--- config.mk ---
export PLATFORM = sky130hd
export DESIGN_NAME = csm_ctrl
export DESIGN_NICKNAME = d
export VERILOG_FILES = /design/src/rtl/csm_pkg.sv /design/src/rtl/csm_ctrl.sv
export SDC_FILE = /design/constraint.sdc
export NUM_CORES = 1
export LEC_CHECK = 0
export BUFFER_PORTS_ARGS = -buffer_cell sky130_fd_sc_hd__buf_2
export CAP_MARGIN = 0
export CORE_ASPECT_RATIO = 1.4
export CORE_MARGIN = 2
export CORE_UTILIZATION = 38
export DETAILED_ROUTE_END_ITERATION = 8
export PLACE_DENSITY_LB_ADDON = 0.08
export SETUP_SLACK_MARGIN = 0.2
export SYNTH_ARGS = -nofsm -noshare
export SYNTH_HDL_FRONTEND = slang
export SYNTH_SLANG_ARGS = --single-unit
--- constraint.sdc ---
create_clock -name clk_sys -period 1.9 [get_ports clk_sys]
set_clock_uncertainty 0.2 [all_clocks]
set_input_delay 0.38 -clock clk_sys [delete_from_list [all_inputs] [get_ports clk_sys]]
set_output_delay 0.38 -clock clk_sys [all_outputs]
set_load 0.01 [all_outputs]
--- src/rtl/csm_pkg.sv ---
package csm_pkg;
  // ---------------------------------------------------------------
  // Register map
  // ---------------------------------------------------------------
  localparam logic [7:0] MON_OFFSET = 8'h00;
  localparam logic [7:0] STAT_OFFSET = 8'h04;
  localparam logic [7:0] CTRL_OFFSET = 8'h08;
  localparam int RSV_BIT = 7;
  localparam int SENSE_HI_BIT = 1;
  localparam int SENSE_LO_BIT = 0;
  localparam logic RSV_RESET = 1'b0;
  localparam logic [4:0] ZERO_FIELD = 5'h00;
  // ---------------------------------------------------------------
  // Mode codes
  // ---------------------------------------------------------------
  localparam logic [1:0] STRAP_MODE2 = 2'h2;
  localparam logic [1:0] MODE_NUM2 = 2'h2;
  localparam logic [1:0] MODE_NUM3 = 2'h3;
  localparam logic [1:0] MODE_BAD = 2'h0;
  // ---------------------------------------------------------------
  // Timing
  // ---------------------------------------------------------------
  localparam int CLK_NS = 25;
  localparam int VEC_LOAD_NS = 100;
  localparam int VEC_LOAD_CYC = (VEC_LOAD_NS + CLK_NS - 1) / CLK_NS;

  typedef enum {
    ST_RESET,
    ST_EXCEPT,
    ST_RUN,
    ST_STOP
  } csm_state_t;

  typedef struct packed {
    logic sleep_exec;
    logic hw_standby;
    logic wake;
    logic exc_req;
  } csm_evt_t;

  typedef struct packed {
    logic periph_hold;
    logic cpu_halt;
    logic irq_mask;
    logic vec_fetch;
    logic cpu_run;
  } csm_ctl_t;
endpackage

--- src/rtl/csm_ctrl.sv ---
`timescale 1ns/100ps
`default_nettype none
// How it works
// - Reset state holds CPU, peripherals initialized, stopped
// - Low reset pin aborts all, masks interrupts
// - Rising reset pin starts reset exception handling
// - Watchdog overflow also enters reset state
// - Exceptions pass through vector fetch state
// - Execution state runs instructions in sequence
// - Sleep or hardware standby enters stop state
// - Straps: hi-lo mode 2, lo-bit-high mode 3
// - Monitor bit 7 reserved, writable, resets 0
// - Monitor bits 6..2 read zero, ignore writes
// - Monitor bits 1..0 show straps, read-only
// - Straps latched on monitor read, only reset_n releases
// - Sense bits after reset_n follow strap levels
module csm_ctrl
  import csm_pkg::*;
#(
  parameter int VEC_CYC = VEC_LOAD_CYC
) (
  input wire logic clk_sys,
  input wire logic reset_n,
  input wire logic chip_reset_low,
  input wire logic wdt_overflow,
  input wire logic mode_strap_hi,
  input wire logic mode_strap_lo,
  input wire csm_evt_t evt,
  input wire logic psel,
  input wire logic penable,
  input wire logic pwrite,
  input wire logic [7:0] paddr,
  input wire logic [31:0] pwdata,
  output logic pready,
  output logic [31:0] prdata,
  output logic pslverr,
  output csm_ctl_t ctl,
  output logic [1:0] mcu_mode,
  output logic adv_addressing,
  output logic rom_enable,
  output logic wdt_reset_seen
);
  if (VEC_CYC < 1 || VEC_CYC > 255) begin : g_bad_vec
    $error("VEC_CYC out of range");
  end

  // ---------------------------------------------------------------
  // Reset request
  // ---------------------------------------------------------------
  logic rst_req;
  logic rst_req_q;
  logic rst_release;
  assign rst_req = !chip_reset_low || wdt_overflow;
  assign rst_release = rst_req_q && !rst_req;

  // ---------------------------------------------------------------
  // Processing state machine
  // ---------------------------------------------------------------
  csm_state_t state_q, state_d;
  logic [7:0] cnt_q, cnt_d;
  logic cnt_done;
  assign cnt_done = (cnt_q == 8'(VEC_CYC - 1));

  always_comb begin
    state_d = state_q;
    cnt_d = cnt_q;
    case (state_q)
      ST_RESET: begin
        cnt_d = 8'h00;
        if (rst_release) begin
          state_d = ST_EXCEPT;
        end
      end
      ST_EXCEPT: begin
        cnt_d = cnt_q + 8'h01;
        if (cnt_done) begin
          state_d = ST_RUN;
          cnt_d = 8'h00;
        end
      end
      ST_RUN: begin
        if (evt.exc_req) begin
          state_d = ST_EXCEPT;
        end else if (evt.sleep_exec || evt.hw_standby) begin
          state_d = ST_STOP;
        end
      end
      ST_STOP: begin
        if (evt.wake) begin
          state_d = ST_EXCEPT;
        end
      end
      default: state_d = ST_RESET;
    endcase
    if (rst_req) begin
      state_d = ST_RESET;
      cnt_d = 8'h00;
    end
  end

  always_ff @(posedge clk_sys or negedge reset_n) begin
    if (!reset_n) begin
      state_q <= ST_RESET;
      cnt_q <= 8'h00;
      rst_req_q <= 1'b1;
    end else begin
      state_q <= state_d;
      cnt_q <= cnt_d;
      rst_req_q <= rst_req;
    end
  end

  // Reset source flag
  always_ff @(posedge clk_sys or negedge reset_n) begin
    if (!reset_n) begin
      wdt_reset_seen <= 1'b0;
    end else if (wdt_overflow) begin
      wdt_reset_seen <= 1'b1;
    end else if (!chip_reset_low) begin
      wdt_reset_seen <= 1'b0;
    end
  end

  // ---------------------------------------------------------------
  // Control outputs
  // ---------------------------------------------------------------
  logic in_reset;
  assign in_reset = (state_q == ST_RESET);
  assign ctl.periph_hold = in_reset;
  assign ctl.cpu_halt = in_reset || (state_q == ST_STOP);
  assign ctl.irq_mask = in_reset;
  assign ctl.vec_fetch = (state_q == ST_EXCEPT);
  assign ctl.cpu_run = (state_q == ST_RUN);

  // ---------------------------------------------------------------
  // Mode sense latch
  // ---------------------------------------------------------------
  logic rd_mon;
  logic wr_mon;
  logic acc;
  logic hit_mon;
  logic hit_stat;
  logic hit_ctrl;
  logic [1:0] sense_q;
  logic sense_live_q;
  logic rsv_q;
  assign acc = psel && penable;
  assign hit_mon = (paddr == MON_OFFSET);
  assign hit_stat = (paddr == STAT_OFFSET);
  assign hit_ctrl = (paddr == CTRL_OFFSET);
  assign rd_mon = acc && !pwrite && hit_mon;
  assign wr_mon = acc && pwrite && hit_mon;

  // Sense follows straps until first monitor read, then relatches only on each monitor read
  always_ff @(posedge clk_sys or negedge reset_n) begin
    if (!reset_n) begin
      sense_live_q <= 1'b1;
      sense_q <= 2'h0;
    end else begin
      if (sense_live_q || rd_mon) begin
        sense_q <= {mode_strap_hi, mode_strap_lo};
      end
      if (rd_mon) begin
        sense_live_q <= 1'b0;
      end
    end
  end

  always_ff @(posedge clk_sys or negedge reset_n) begin
    if (!reset_n) begin
      rsv_q <= RSV_RESET;
    end else if (wr_mon) begin
      rsv_q <= pwdata[RSV_BIT];
    end
  end

  // ---------------------------------------------------------------
  // Mode decode
  // ---------------------------------------------------------------
  logic [1:0] cur_sense;
  assign cur_sense = sense_live_q ? {mode_strap_hi, mode_strap_lo} : sense_q;
  assign mcu_mode = (cur_sense == STRAP_MODE2) ? MODE_NUM2 :
                    cur_sense[0] ? MODE_NUM3 : MODE_BAD;
  assign adv_addressing = (mcu_mode == MODE_NUM2);
  assign rom_enable = (mcu_mode == MODE_NUM2);

  // ---------------------------------------------------------------
  // APB read data
  // ---------------------------------------------------------------
  logic [7:0] mon_val;
  logic [31:0] rd_d;
  assign mon_val = {rsv_q, ZERO_FIELD, {mode_strap_hi, mode_strap_lo}};
  assign rd_d = hit_mon ? {24'h000000, mon_val} :
                hit_stat ? {28'h0000000, 2'(state_q), 1'b0,
                            wdt_reset_seen} :
                hit_ctrl ? {30'h0, mcu_mode} : 32'h00000000;

  always_ff @(posedge clk_sys or negedge reset_n) begin
    if (!reset_n) begin
      prdata <= 32'h00000000;
    end else if (psel && !penable && !pwrite) begin
      prdata <= rd_d;
    end
  end

  assign pready = 1'b1;
  assign pslverr = acc && !(hit_mon || hit_stat || hit_ctrl);

  // ---------------------------------------------------------------
  // Checks
  // ---------------------------------------------------------------
  property p_reset_hold;
    @(posedge clk_sys) disable iff (!reset_n)
    rst_req |=> (state_q == ST_RESET) && ctl.irq_mask && ctl.periph_hold;
  endproperty
  a_reset_hold: assert property (p_reset_hold)
    else $error("reset request did not hold reset state");

  property p_wdt_reset;
    @(posedge clk_sys) disable iff (!reset_n)
    wdt_overflow |=> ctl.cpu_halt && !ctl.cpu_run;
  endproperty
  a_wdt_reset: assert property (p_wdt_reset)
    else $error("watchdog overflow did not reset");

  property p_release_exc;
    @(posedge clk_sys) disable iff (!reset_n)
    (state_q == ST_RESET) && rst_release |=> ctl.vec_fetch;
  endproperty
  a_release_exc: assert property (p_release_exc)
    else $error("reset release did not start exception");

  property p_exc_to_run;
    @(posedge clk_sys) disable iff (!reset_n)
    $rose(ctl.vec_fetch) |-> ##[1:255] (ctl.cpu_run || ctl.periph_hold);
  endproperty
  a_exc_to_run: assert property (p_exc_to_run)
    else $error("exception state did not end");

  property p_sleep_stop;
    @(posedge clk_sys) disable iff (!reset_n)
    ctl.cpu_run && (evt.sleep_exec || evt.hw_standby) && !evt.exc_req
      && !rst_req |=> ctl.cpu_halt && !ctl.periph_hold;
  endproperty
  a_sleep_stop: assert property (p_sleep_stop)
    else $error("sleep did not stop the processor");

  property p_mode_decode;
    @(posedge clk_sys) disable iff (!reset_n)
    sense_live_q && mode_strap_lo |-> mcu_mode == MODE_NUM3 && !rom_enable;
  endproperty
  a_mode_decode: assert property (p_mode_decode)
    else $error("mode 3 decode wrong");

  property p_zero_bits;
    @(posedge clk_sys) disable iff (!reset_n)
    rd_mon |=> prdata[6:2] == ZERO_FIELD && prdata[31:8] == 24'h000000;
  endproperty
  a_zero_bits: assert property (p_zero_bits)
    else $error("monitor zero bits not zero");

  property p_rsv_write;
    @(posedge clk_sys) disable iff (!reset_n)
    wr_mon |=> rsv_q == $past(pwdata[RSV_BIT]);
  endproperty
  a_rsv_write: assert property (p_rsv_write)
    else $error("reserved bit write lost");

  property p_latch_read;
    @(posedge clk_sys) disable iff (!reset_n)
    rd_mon |=> !sense_live_q
      && sense_q == $past({mode_strap_hi, mode_strap_lo});
  endproperty
  a_latch_read: assert property (p_latch_read)
    else $error("strap levels not latched on read");

  property p_sense_live;
    @(posedge clk_sys) disable iff (!reset_n)
    $rose(reset_n) |-> sense_live_q;
  endproperty
  a_sense_live: assert property (p_sense_live)
    else $error("sense not following straps after reset");

  property p_wdt_flag;
    @(posedge clk_sys) disable iff (!reset_n)
    wdt_overflow |=> wdt_reset_seen;
  endproperty
  a_wdt_flag: assert property (p_wdt_flag)
    else $error("watchdog reset source not flagged");

  property p_mode2_decode;
    @(posedge clk_sys) disable iff (!reset_n)
    sense_live_q && mode_strap_hi && !mode_strap_lo
      |-> mcu_mode == MODE_NUM2 && rom_enable && adv_addressing;
  endproperty
  a_mode2_decode: assert property (p_mode2_decode)
    else $error("mode 2 decode wrong");

  property p_stop_wake;
    @(posedge clk_sys) disable iff (!reset_n)
    ctl.cpu_halt && !ctl.periph_hold && evt.wake && !rst_req
      |=> ctl.vec_fetch;
  endproperty
  a_stop_wake: assert property (p_stop_wake)
    else $error("wake from stop did not fetch vector");
endmodule
`default_nettype wire

==> flow_summary_export.csv, run 1 <==
group,metric,value,unit
timing,period_needed,2070,ps
route,routed_wl,3380,microns
grt,overflow,0,
run,max_cap_viol_count,0,
layout,fill_cells,325,
timing,setup_viol,7,
timing,hold_viol,0,
critical_path,r2r-start,"state_q[0]",
floorplanning,dieArea,4320,sq um
layout,finalNetCount,268,
yosys,synth_top_family_by_area,"simple AND/OR/NAND/NOR gates",
grt,grt_pass1_vias,1206,
critical_path,crit_path_frequent_cell,"buf_6",
route,firstDrtPassIters,4,
timing,finalCritPeriodShare,1.09,
yosys,synthMuxAreaShare,0.0450,
layout,drive_above_1_share,0.493,
clock_network,clockRootBuffer,"clkbuf_8",
critical_path,end_kind,"output pin",
yosys,synth_cell_types,41,
yosys,synth.avg_cell_area,9.20,sq um
power_and_ir_drop,p_leak,0.963,nW
power_and_ir_drop,ir_drop,0.000373,V
clock_network,clock_latency,250,ps
min_path,holdCritStartpoint,"chip_reset_low",
clock_network,htree_num_levels,1,
critical_path,path_max_fanout,2,
floorplanning,dieHeight,77.0,microns
yosys,synth-compound-area-share,0.119,
timing,rsz0062_at_grt,"true",
critical_path,crit_type,"input pin to output pin",
status,violations,"setup timing",
critical_path,crit_path_start_kind,"input pin",
yosys,synth_edf_count,0,
timing,finalMaxSlewViolations,0,
power_and_ir_drop,total_power,1.02,mW
timing,fin_tns_setup,-541,ps
yosys,async_flop_share,1.00,
floorplanning,io_pins,97,
place,dpl_worst_slack,-373,ps
yosys,synth_xor_area_frac,0.0364,
route,num_vias,1231,
grt,grt_max_degree,22,
yosys,yosys.area_share.simple,0.193,
layout,final-seq-area,529,sq um
status,status,"finished, violations left",
yosys,synth_cells,157,
clock_network,clkTransAtPathRegs,70,ps
critical_path,crit_required,1320,ps
yosys,synth_fa_ha_area_frac,0.0433,
floorplanning,start_util,0.397,
floorplanning,std_cell_rows,26,
route,post_drt_wl_per_cell,13.5,microns
floorplanning,chipWidth,56.1,microns
yosys,yosysSeqAreaShare,0.365,
route,drt_iter0_drc,35,
route,via_per_inst,4.90,
layout,antenna_cells,0,
clock_network,cts_tree,"yes",
place,gp_congestion,0.757,
timing,worstMarginPinSlew,663,ps
yosys,synth_warnings,0,
floorplanning,core_area,3640,sq um
power_and_ir_drop,power_density,484,nW/um^2
grt,grt_pass1_wl,5280,microns
clock_network,cts.sinks,21,
yosys,ys_ff_latch,21,
place,io_buffer_count,37,
min_path,min_path_type,"input pin to flop",
critical_path,slowest_delay,540,ps
critical_path,cp.arrival,1490,ps
place,dpl.hpwl,2320,microns
yosys,synthFlopType,"dfrtp_1",
timing,relSlewSlack,0.554,
clock_network,cts.path.max_buffers,2,
timing,max_freq,482,MHz
timing,hold_slack,157,ps
critical_path,cp-startpoint,"paddr[1]",
critical_path,cp_cell_sequence,"buf_6 -> or4_4 -> buf_6 -> nor3_4 -> a21oi_1 -> buf_2",
layout,area_growth,45.4,%
grt,grt_use_total,0.148,
grt,antenna_found_initial,0,
layout,multiInputGateArea,1000,sq um
route,drc,0,
route,postRouteAntennaNets,0,
clock_network,numCtsBuffers,3,
critical_path,slowest_stage,"or4_4",
timing,layout_setup_ws,-174,ps
yosys,synth_area,1450,sq um
-- per-stage QoR --
step           std cells  instance area [sq um]  utilization
2_1_floorplan        183                   1580            -
3_3_place_gp         234                   1620        0.443
3_5_place_dp         234                   1620        0.443
4_1_cts              246                   1910        0.525
5_1_grt              251                   2100        0.577
6_report             251                   2100        0.577
-- sequential cells by signal, summed over array words and instances, names as in the netlist --
signal and count:
cnt_q 8, prdata 5, rst_req_q 1, rsv_q 1
sense_live_q 1, sense_q 2, state_q 2, wdt_reset_seen 1
-- layout make-up --
class / count / area share
Inverter: 8 / 0.0173
Multi-Input combinational cell: 119 / 0.476
Sequential cell: 21 / 0.252
Tap cell: 42 / 0.0250
Clock buffer: 4 / 0.0214
Timing Repair Buffer: 57 / 0.208
-- logic make-up (layout without fill, tap and decap cells) --
| family | count (synthesis) | in the layout |
|---|---|---|
| AND/OR/NAND/NOR | 48 | 48 |
| buffers and inverters | 43 | 69 |
| AO/OA/AOI/OAI | 26 | 26 |
| flip-flops | 21 | 21 |
| XOR/XNOR | 6 | 6 |
| multiplexers | 6 | 6 |
| adder cells (fa/ha/maj) | 5 | 5 |
| other | 2 | 28 |
-- routing by layer --
metal / share of wire / track usage / vias up
li1: - / - / 588
met1: 0.39 / 0.172 / 586
met2: 0.54 / 0.267 / 49
met3: 0.058 / 0.0287 / 8
met4: 0.013 / 0.0500 / 0
met5: 0 / 0 / -
-- cell usage in the layout, fill, tap and decap left out, drive strengths merged, types with 3 or more instances in the layout --
master	count
o21ai	3
nor4b	3
buf	56
mux2	4
clkbuf	4
inv	7
conb	28
xnor2	4
nor2	12
nand2	10
ha	5
a21oi	7
dfrtp	19
nand3	4
nor3	6
-- repair_timing --
action                     CTS  global route
hold buffers                 1             0
gates resized for setup     35            31
hold endpoints to repair    19             0
setup endpoints to repair   24            27
pin swaps                   11            15
setup buffers                7             5
-- critical path: cells and delay by family --
kind / cells / cell delay, ps
AOI/OAI and AO/OA: 1 / 90
and+or+nand+nor: 2 / 670
buffers and inverters: 3 / 370
-- final timing paths --
check / end / slack, ps / cells past startpoint
hold reg to reg: prdata[3] / 270 / 2
setup / recovery: pslverr / -170 / 6
setup reg to reg: state_q[1] / 140 / 6
hold / removal: wdt_reset_seen / 160 / 2
min in group asynchronous: prdata[7] / 430 / 2
max in group asynchronous: state_q[0] / 720 / 2
-- synthesized netlist by cell type (3+ instances only) --
cell type  number  area share
nand3_1         4       0.014
nand2_1        10       0.026
buf_4          31        0.16
mux2_2          3       0.023
ha_1            5       0.043
o21ai_0         3       0.010
nor2_1         12       0.031
clkbuf_1        4       0.010
inv_1           8       0.021
nor4b_1         3       0.018
dfrtp_1        19        0.33
nor3_1          5       0.017
a21oi_1         7       0.024
xnor2_1         4       0.024
-- power by group --
group	total [mW]	switching, mW	internal (mW)
registers	0.468	0.0116	0.457
logic	0.267	0.147	0.120
clock network	0.283	0.134	0.149
(Power assumes the default switching activity.)
==> run 2, diff against run 1 <==
Settings changed: CORE_UTILIZATION 38 to 42.
Clock period 1.9 ns to 2.25 ns, I/O delays scaled along.
==> run 2 against run 1 <==
  * Hold slack better by 55 ps
  * Worst setup slack better by 300 ps
  * Wire length down 9.0%
  * Critical path depth down 1
  * Register-to-register slack better by 150 ps
  * Global-route usage up 1.9 points
  * Clock power down 13%
  * Sequential share of layout area up 5.6 points
  * The run now ends clean
  * Die area down 9.0%
==> flow_summary_export.csv, run 2 (synthesized netlist as in run 1, its figures left out) <==
group,metric,value,unit
power_and_ir_drop,combPwrFrac,0.193,
timing,period_needed,2120,ps
clock_network,htree_num_levels,1,
grt,grt_max_degree,22,
grt,grt_use_total,0.167,
layout,fill_cells,326,
layout,fin_util,0.513,
floorplanning,dieArea,3930,sq um
timing,finalMaxSlewViolations,0,
layout,finalNetCount,257,
layout,final_cell_mix,"buf_2, conb_1, dfrtp_1",
layout,final-seq-area,528,sq um
run,max_cap_viol_count,0,
power_and_ir_drop,p_leak,0.844,nW
critical_path,worst-r2r-cell-count,6,
critical_path,r2r-end,"state_q[0]",
critical_path,path_max_fanout,3,
timing,max_freq,471,MHz
critical_path,r2r-start,"state_q[0]",
route,via_per_inst,4.76,
floorplanning,io_pins,97,
route,postRouteAntennaNets,0,
grt,grt_pass1_wl,4900,microns
power_and_ir_drop,internal-power,566,uW
route,firstDrtPassIters,4,
timing,setup_viol,0,
grt,antenna_found_initial,0,
route,post_drt_wl_per_cell,12.9,microns
critical_path,cp-startpoint,"paddr[1]",
place,placedCellCount,229,
clock_network,cts.path.max_buffers,2,
grt,grt_pass1_vias,1134,
clock_network,cts.sinks,21,
floorplanning,std_cell_rows,25,
floorplanning,core_area,3350,sq um
min_path,holdPathStages,2,
layout,largest_reg_flops,8,
clock_network,cts_tree,"yes",
critical_path,crit_required,1600,ps
clock_network,clockRootBuffer,"clkbuf_8",
timing,hold_viol,0,
layout,layout_commonest_cell,"buf_2",
critical_path,crit_type,"input pin to output pin",
power_and_ir_drop,ir_drop,0.000245,V
floorplanning,start_util,0.432,
layout,antenna_cells,0,
clock_network,numCtsBuffers,3,
min_path,min_path_type,"input pin to flop",
power_and_ir_drop,swShare,0.286,
grt,overflow,0,
power_and_ir_drop,total_power,793,uW
power_and_ir_drop,clkPwrFrac,0.312,
floorplanning,dieHeight,73.4,microns
critical_path,regToRegSetupSlack,290,ps
power_and_ir_drop,pwr-share-seq,0.495,
critical_path,end_kind,"output pin",
route,routed_wl,3080,microns
status,status,"finished, final reports clean",
layout,multiInputGateArea,785,sq um
clock_network,clock_latency,260,ps
layout,stdcell_count,238,
place,dpl.hpwl,2330,microns
layout,area_growth,18.7,%
timing,rsz0062_at_grt,"true",
clock_network,clkTransAtPathRegs,70,ps
layout,reg.largest.list,"cnt_q: 8 flops, prdata: 5 flops",
layout,top_register,"cnt_q",
critical_path,worstSetupEndpoint,"pslverr",
power_and_ir_drop,p_sw,227,uW
power_and_ir_drop,power_density,462,nW/um^2
route,num_vias,1133,
place,gp_congestion,0.774,
route,drt_iter0_drc,14,
critical_path,cp.arrival,1470,ps
layout,drive_above_1_share,0.323,
critical_path,crit_path_start_kind,"input pin",
floorplanning,chipWidth,53.6,microns
place,io_buffer_count,37,
route,drc,0,
timing,finalCritPeriodShare,0.944,
timing,fin_tns_setup,0,ps
==> run 2: how the worst min path moves through the flow <==
stage / slack [ps] / from / to
3_3_place_gp: 240 / reset_n / prdata[7]
6_report: 210 / wdt_overflow / wdt_reset_seen
5_1_grt: 220 / pwdata[7] / rsv_q
2_1_floorplan: -50 / reset_n / cnt_q[0]
4_1_cts: 190 / wdt_overflow / wdt_reset_seen
3_5_place_dp: 250 / reset_n / prdata[7]
==> run 2: layout make-up <==
| type | count | area share |
|---|---|---|
| Tap cell | 40 | 0.0292 |
| Clock buffer | 4 | 0.0263 |
| Multi-Input combinational cell | 119 | 0.457 |
| Sequential cell | 21 | 0.308 |
| Inverter | 8 | 0.0175 |
| Timing Repair Buffer | 46 | 0.162 |
==> run 2: critical path: stages <==
cell	delay, ps
buf_6	90
or4_4	550
nor3_4	160
a21oi_1	90
buf_2	140
==> run 2: timing repair <==
| item | in CTS | in global routing |
|---|---|---|
| setup endpoints to repair | 4 | 11 |
| pin swaps | 0 | 2 |
| gates resized for setup | 4 | 10 |
| hold buffers | 1 | 0 |
| hold endpoints to repair | 19 | 0 |
| setup buffers | 1 | 3 |
==> run 2: metal layers <==
layer  routed length, microns  up-vias  share of wire  GRT usage
met4                       34        0          0.011     0.0684
met3                      169        4          0.055     0.0203
met2                     1660       34           0.54      0.302
met5                        0        -              0          0
met1                     1210      530           0.39      0.192
li1                         -      565              -          -
==> run 2: power groups by stage <==
| stage | combinational, mW | clock, mW | sequential (mW) |
|---|---|---|---|
| 2_1_floorplan | 0.125 | 0 | 0.399 |
| 6_report | 0.153 | 0.247 | 0.393 |
| 5_1_grt | 0.172 | 0.275 | 0.393 |
| 3_5_place_dp | 0.141 | 0 | 0.400 |
| 4_1_cts | 0.145 | 0.261 | 0.393 |
| 3_3_place_gp | 0.138 | 0 | 0.400 |
==> run 2: through the flow <==
step,worst slack (ps),hold slack [ps],instance area [sq um]
after floorplan,85.7,-45.6,1540
after detailed placement,-75.8,251,1560
after global routing,92.9,216,1720
after CTS,75.5,190,1640
after global placement,-49.7,238,1560
final,126,212,1720
==> run 3, diff against run 2 <==
Settings changed: CORE_UTILIZATION 42 to 45.
Clock period 2.25 ns to 2.45 ns, I/O delays scaled along.
==> run 3 against run 2 <==
  * The run now ends with hold timing left
  * Critical path depth stayed put
  * Sequential cell count unchanged
  * Die area is 6.2% lower
  * Worst setup slack improved by 130 ps
  * Via count rose by 1.9%
  * Design area shrank 6.1%
  * Sequential power down 8.1%
  * Cell count is 2.5% lower
  * Hold slack got worse by 230 ps
  * Utilization up 0.81 points
  * Critical endpoint unchanged
==> flow_summary_export.csv, run 3 (synthesized netlist as in run 1, its figures left out) <==
group,metric,value,unit
route,via_per_inst,4.98,
power_and_ir_drop,total_power,718,uW
route,routed_wl,3030,microns
power_and_ir_drop,ir_drop,0.000352,V
place,gp_congestion,0.731,
timing,fin_tns_setup,0,ps
grt,grt_pass1_vias,1102,
power_and_ir_drop,p_leak,0.807,nW
floorplanning,dieArea,3690,sq um
timing,hold_slack,-13.8,ps
place,placedCellCount,227,
critical_path,path_max_fanout,2,
critical_path,cp_cell_sequence,"buf_2 -> or4_4 -> nor3_4 -> a21oi_1 -> buf_2",
layout,top_register,"cnt_q",
floorplanning,std_cell_rows,24,
critical_path,slowest_delay,550,ps
clock_network,numCtsBuffers,3,
layout,area_growth,11.4,%
floorplanning,chipWidth,51.9,microns
min_path,min_path_type,"input pin to asynchronous set/reset pin",
place,io_buffer_count,37,
run,max_cap_viol_count,0,
timing,finalMaxSlewViolations,0,
layout,fin_util,0.521,
grt,grt_pass1_wl,4740,microns
critical_path,crit_path_frequent_cell,"buf_2",
layout,layout_commonest_cell,"buf_2",
clock_network,cts.path.max_buffers,2,
critical_path,crit_path_start_kind,"input pin",
clock_network,htree_num_levels,1,
grt,overflow,0,
layout,stdcell_count,232,
status,violations,"hold timing",
clock_network,clock_latency,250,ps
power_and_ir_drop,power_density,446,nW/um^2
route,firstDrtPassIters,4,
layout,fill_cells,301,
critical_path,crit_buf_inv,2,
grt,grt_max_degree,22,
floorplanning,io_pins,97,
clock_network,cts.sinks,21,
floorplanning,core_area,3090,sq um
critical_path,cp.arrival,1510,ps
floorplanning,dieHeight,71.1,microns
layout,reg.largest.list,"cnt_q: 8 flops, prdata: 5 flops",
route,post_drt_wl_per_cell,13.1,microns
route,drt_iter0_drc,18,
timing,setup_viol,0,
layout,final_cell_mix,"buf_2, conb_1, dfrtp_1",
layout,finalNetCount,252,
clock_network,clkTransAtPathRegs,70,ps
clock_network,holdBufCountCts,0,
timing,max_freq,456,MHz
critical_path,crit_type,"input pin to output pin",
layout,largest_reg_flops,8,
route,num_vias,1155,
status,status,"finished, violations left",
timing,hold_viol,19,
floorplanning,start_util,0.467,
clock_network,cts_tree,"yes",
grt,antenna_found_initial,0,
critical_path,crit_required,1760,ps
layout,drive_above_1_share,0.285,
place,dpl.hpwl,2370,microns
route,drc,0,
layout,antenna_cells,0,
critical_path,end_kind,"output pin",
timing,rsz0062_at_grt,"false",
clock_network,clockRootBuffer,"clkbuf_8",
route,postRouteAntennaNets,0,
critical_path,slowest_stage,"or4_4",
timing,finalCritPeriodShare,0.896,
critical_path,critPathTopFamily,"simple AND/OR/NAND/NOR gates",
grt,grt_use_total,0.166,
timing,period_needed,2200,ps
-- run 3: cell types whose count changed in the layout (fill, tap and decap cells not counted), moves of 2 or more --
| cell | previous run | this run |
|---|---|---|
| mux2_4 | 2 | 0 |
| buf_4 | 7 | 4 |
| buf_6 | 4 | 0 |
| buf_2 | 34 | 37 |
-- run 3: routing by layer --
layer	GRT usage	wire length [microns]	vias up
li1	-	-	555
met2	0.293	1680	31
met3	0.0190	132	2
met4	0.0673	12	0
met5	0	0	-
met1	0.201	1210	567
-- run 3: power breakdown --
part / switching, mW / internal (mW) / total, mW / leakage (nW)
combinational: 0.0878 / 0.0442 / 0.132 / 0.502
sequential: 0.00715 / 0.354 / 0.361 / 0.282
clock: 0.109 / 0.116 / 0.225 / 0.0228
-- run 3: layout make-up --
cell class | count | area [sq um] | share of cell area
multi-input combinational | 119 | 743 | 0.462
inverter | 8 | 30.0 | 0.0186
tap | 39 | 48.8 | 0.0303
clock buffer | 4 | 45.0 | 0.0280
timing repair buffer | 41 | 215 | 0.134
sequential | 21 | 528 | 0.328
-- run 3: worst paths after layout --
check	startpoint	endpoint	slack, ps	cells past startpoint
min in group clk_sys	wdt_overflow	wdt_reset_seen	240	2
min	reset_n	rsv_q	-10	1
max	paddr[1]	pslverr	250	5
max reg2reg	state_q[0]	state_q[1]	480	6
min reg2reg	prdata[3]	prdata[3]	280	2
max in group asynchronous	reset_n	sense_live_q	1710	1
-- run 3: worst register-to-register path, cell delays in order (launching register included) --
cell,delay (ps)
dfrtp_1,440
inv_1,110
ha_1,190
or4b_2,590
o221ai_1,150
a21o_1,130
a21oi_1,60
-- run 3: per-stage QoR --
step,setup slack (ps),instance area [sq um]
after floorplan,210,1540
after global placement,70.6,1550
after detailed placement,39.4,1550
after CTS,227,1600
after global routing,213,1610
final,255,1610
-- run 3: repair_timing --
| item | 4_1_cts | 5_1_grt |
|---|---|---|
| buffers inserted | 0 | 1 |
| setup endpoints to repair | 0 | 3 |
| endpoints found under the hold margin | 0 | 0 |
| gates resized for setup | 0 | 1 |
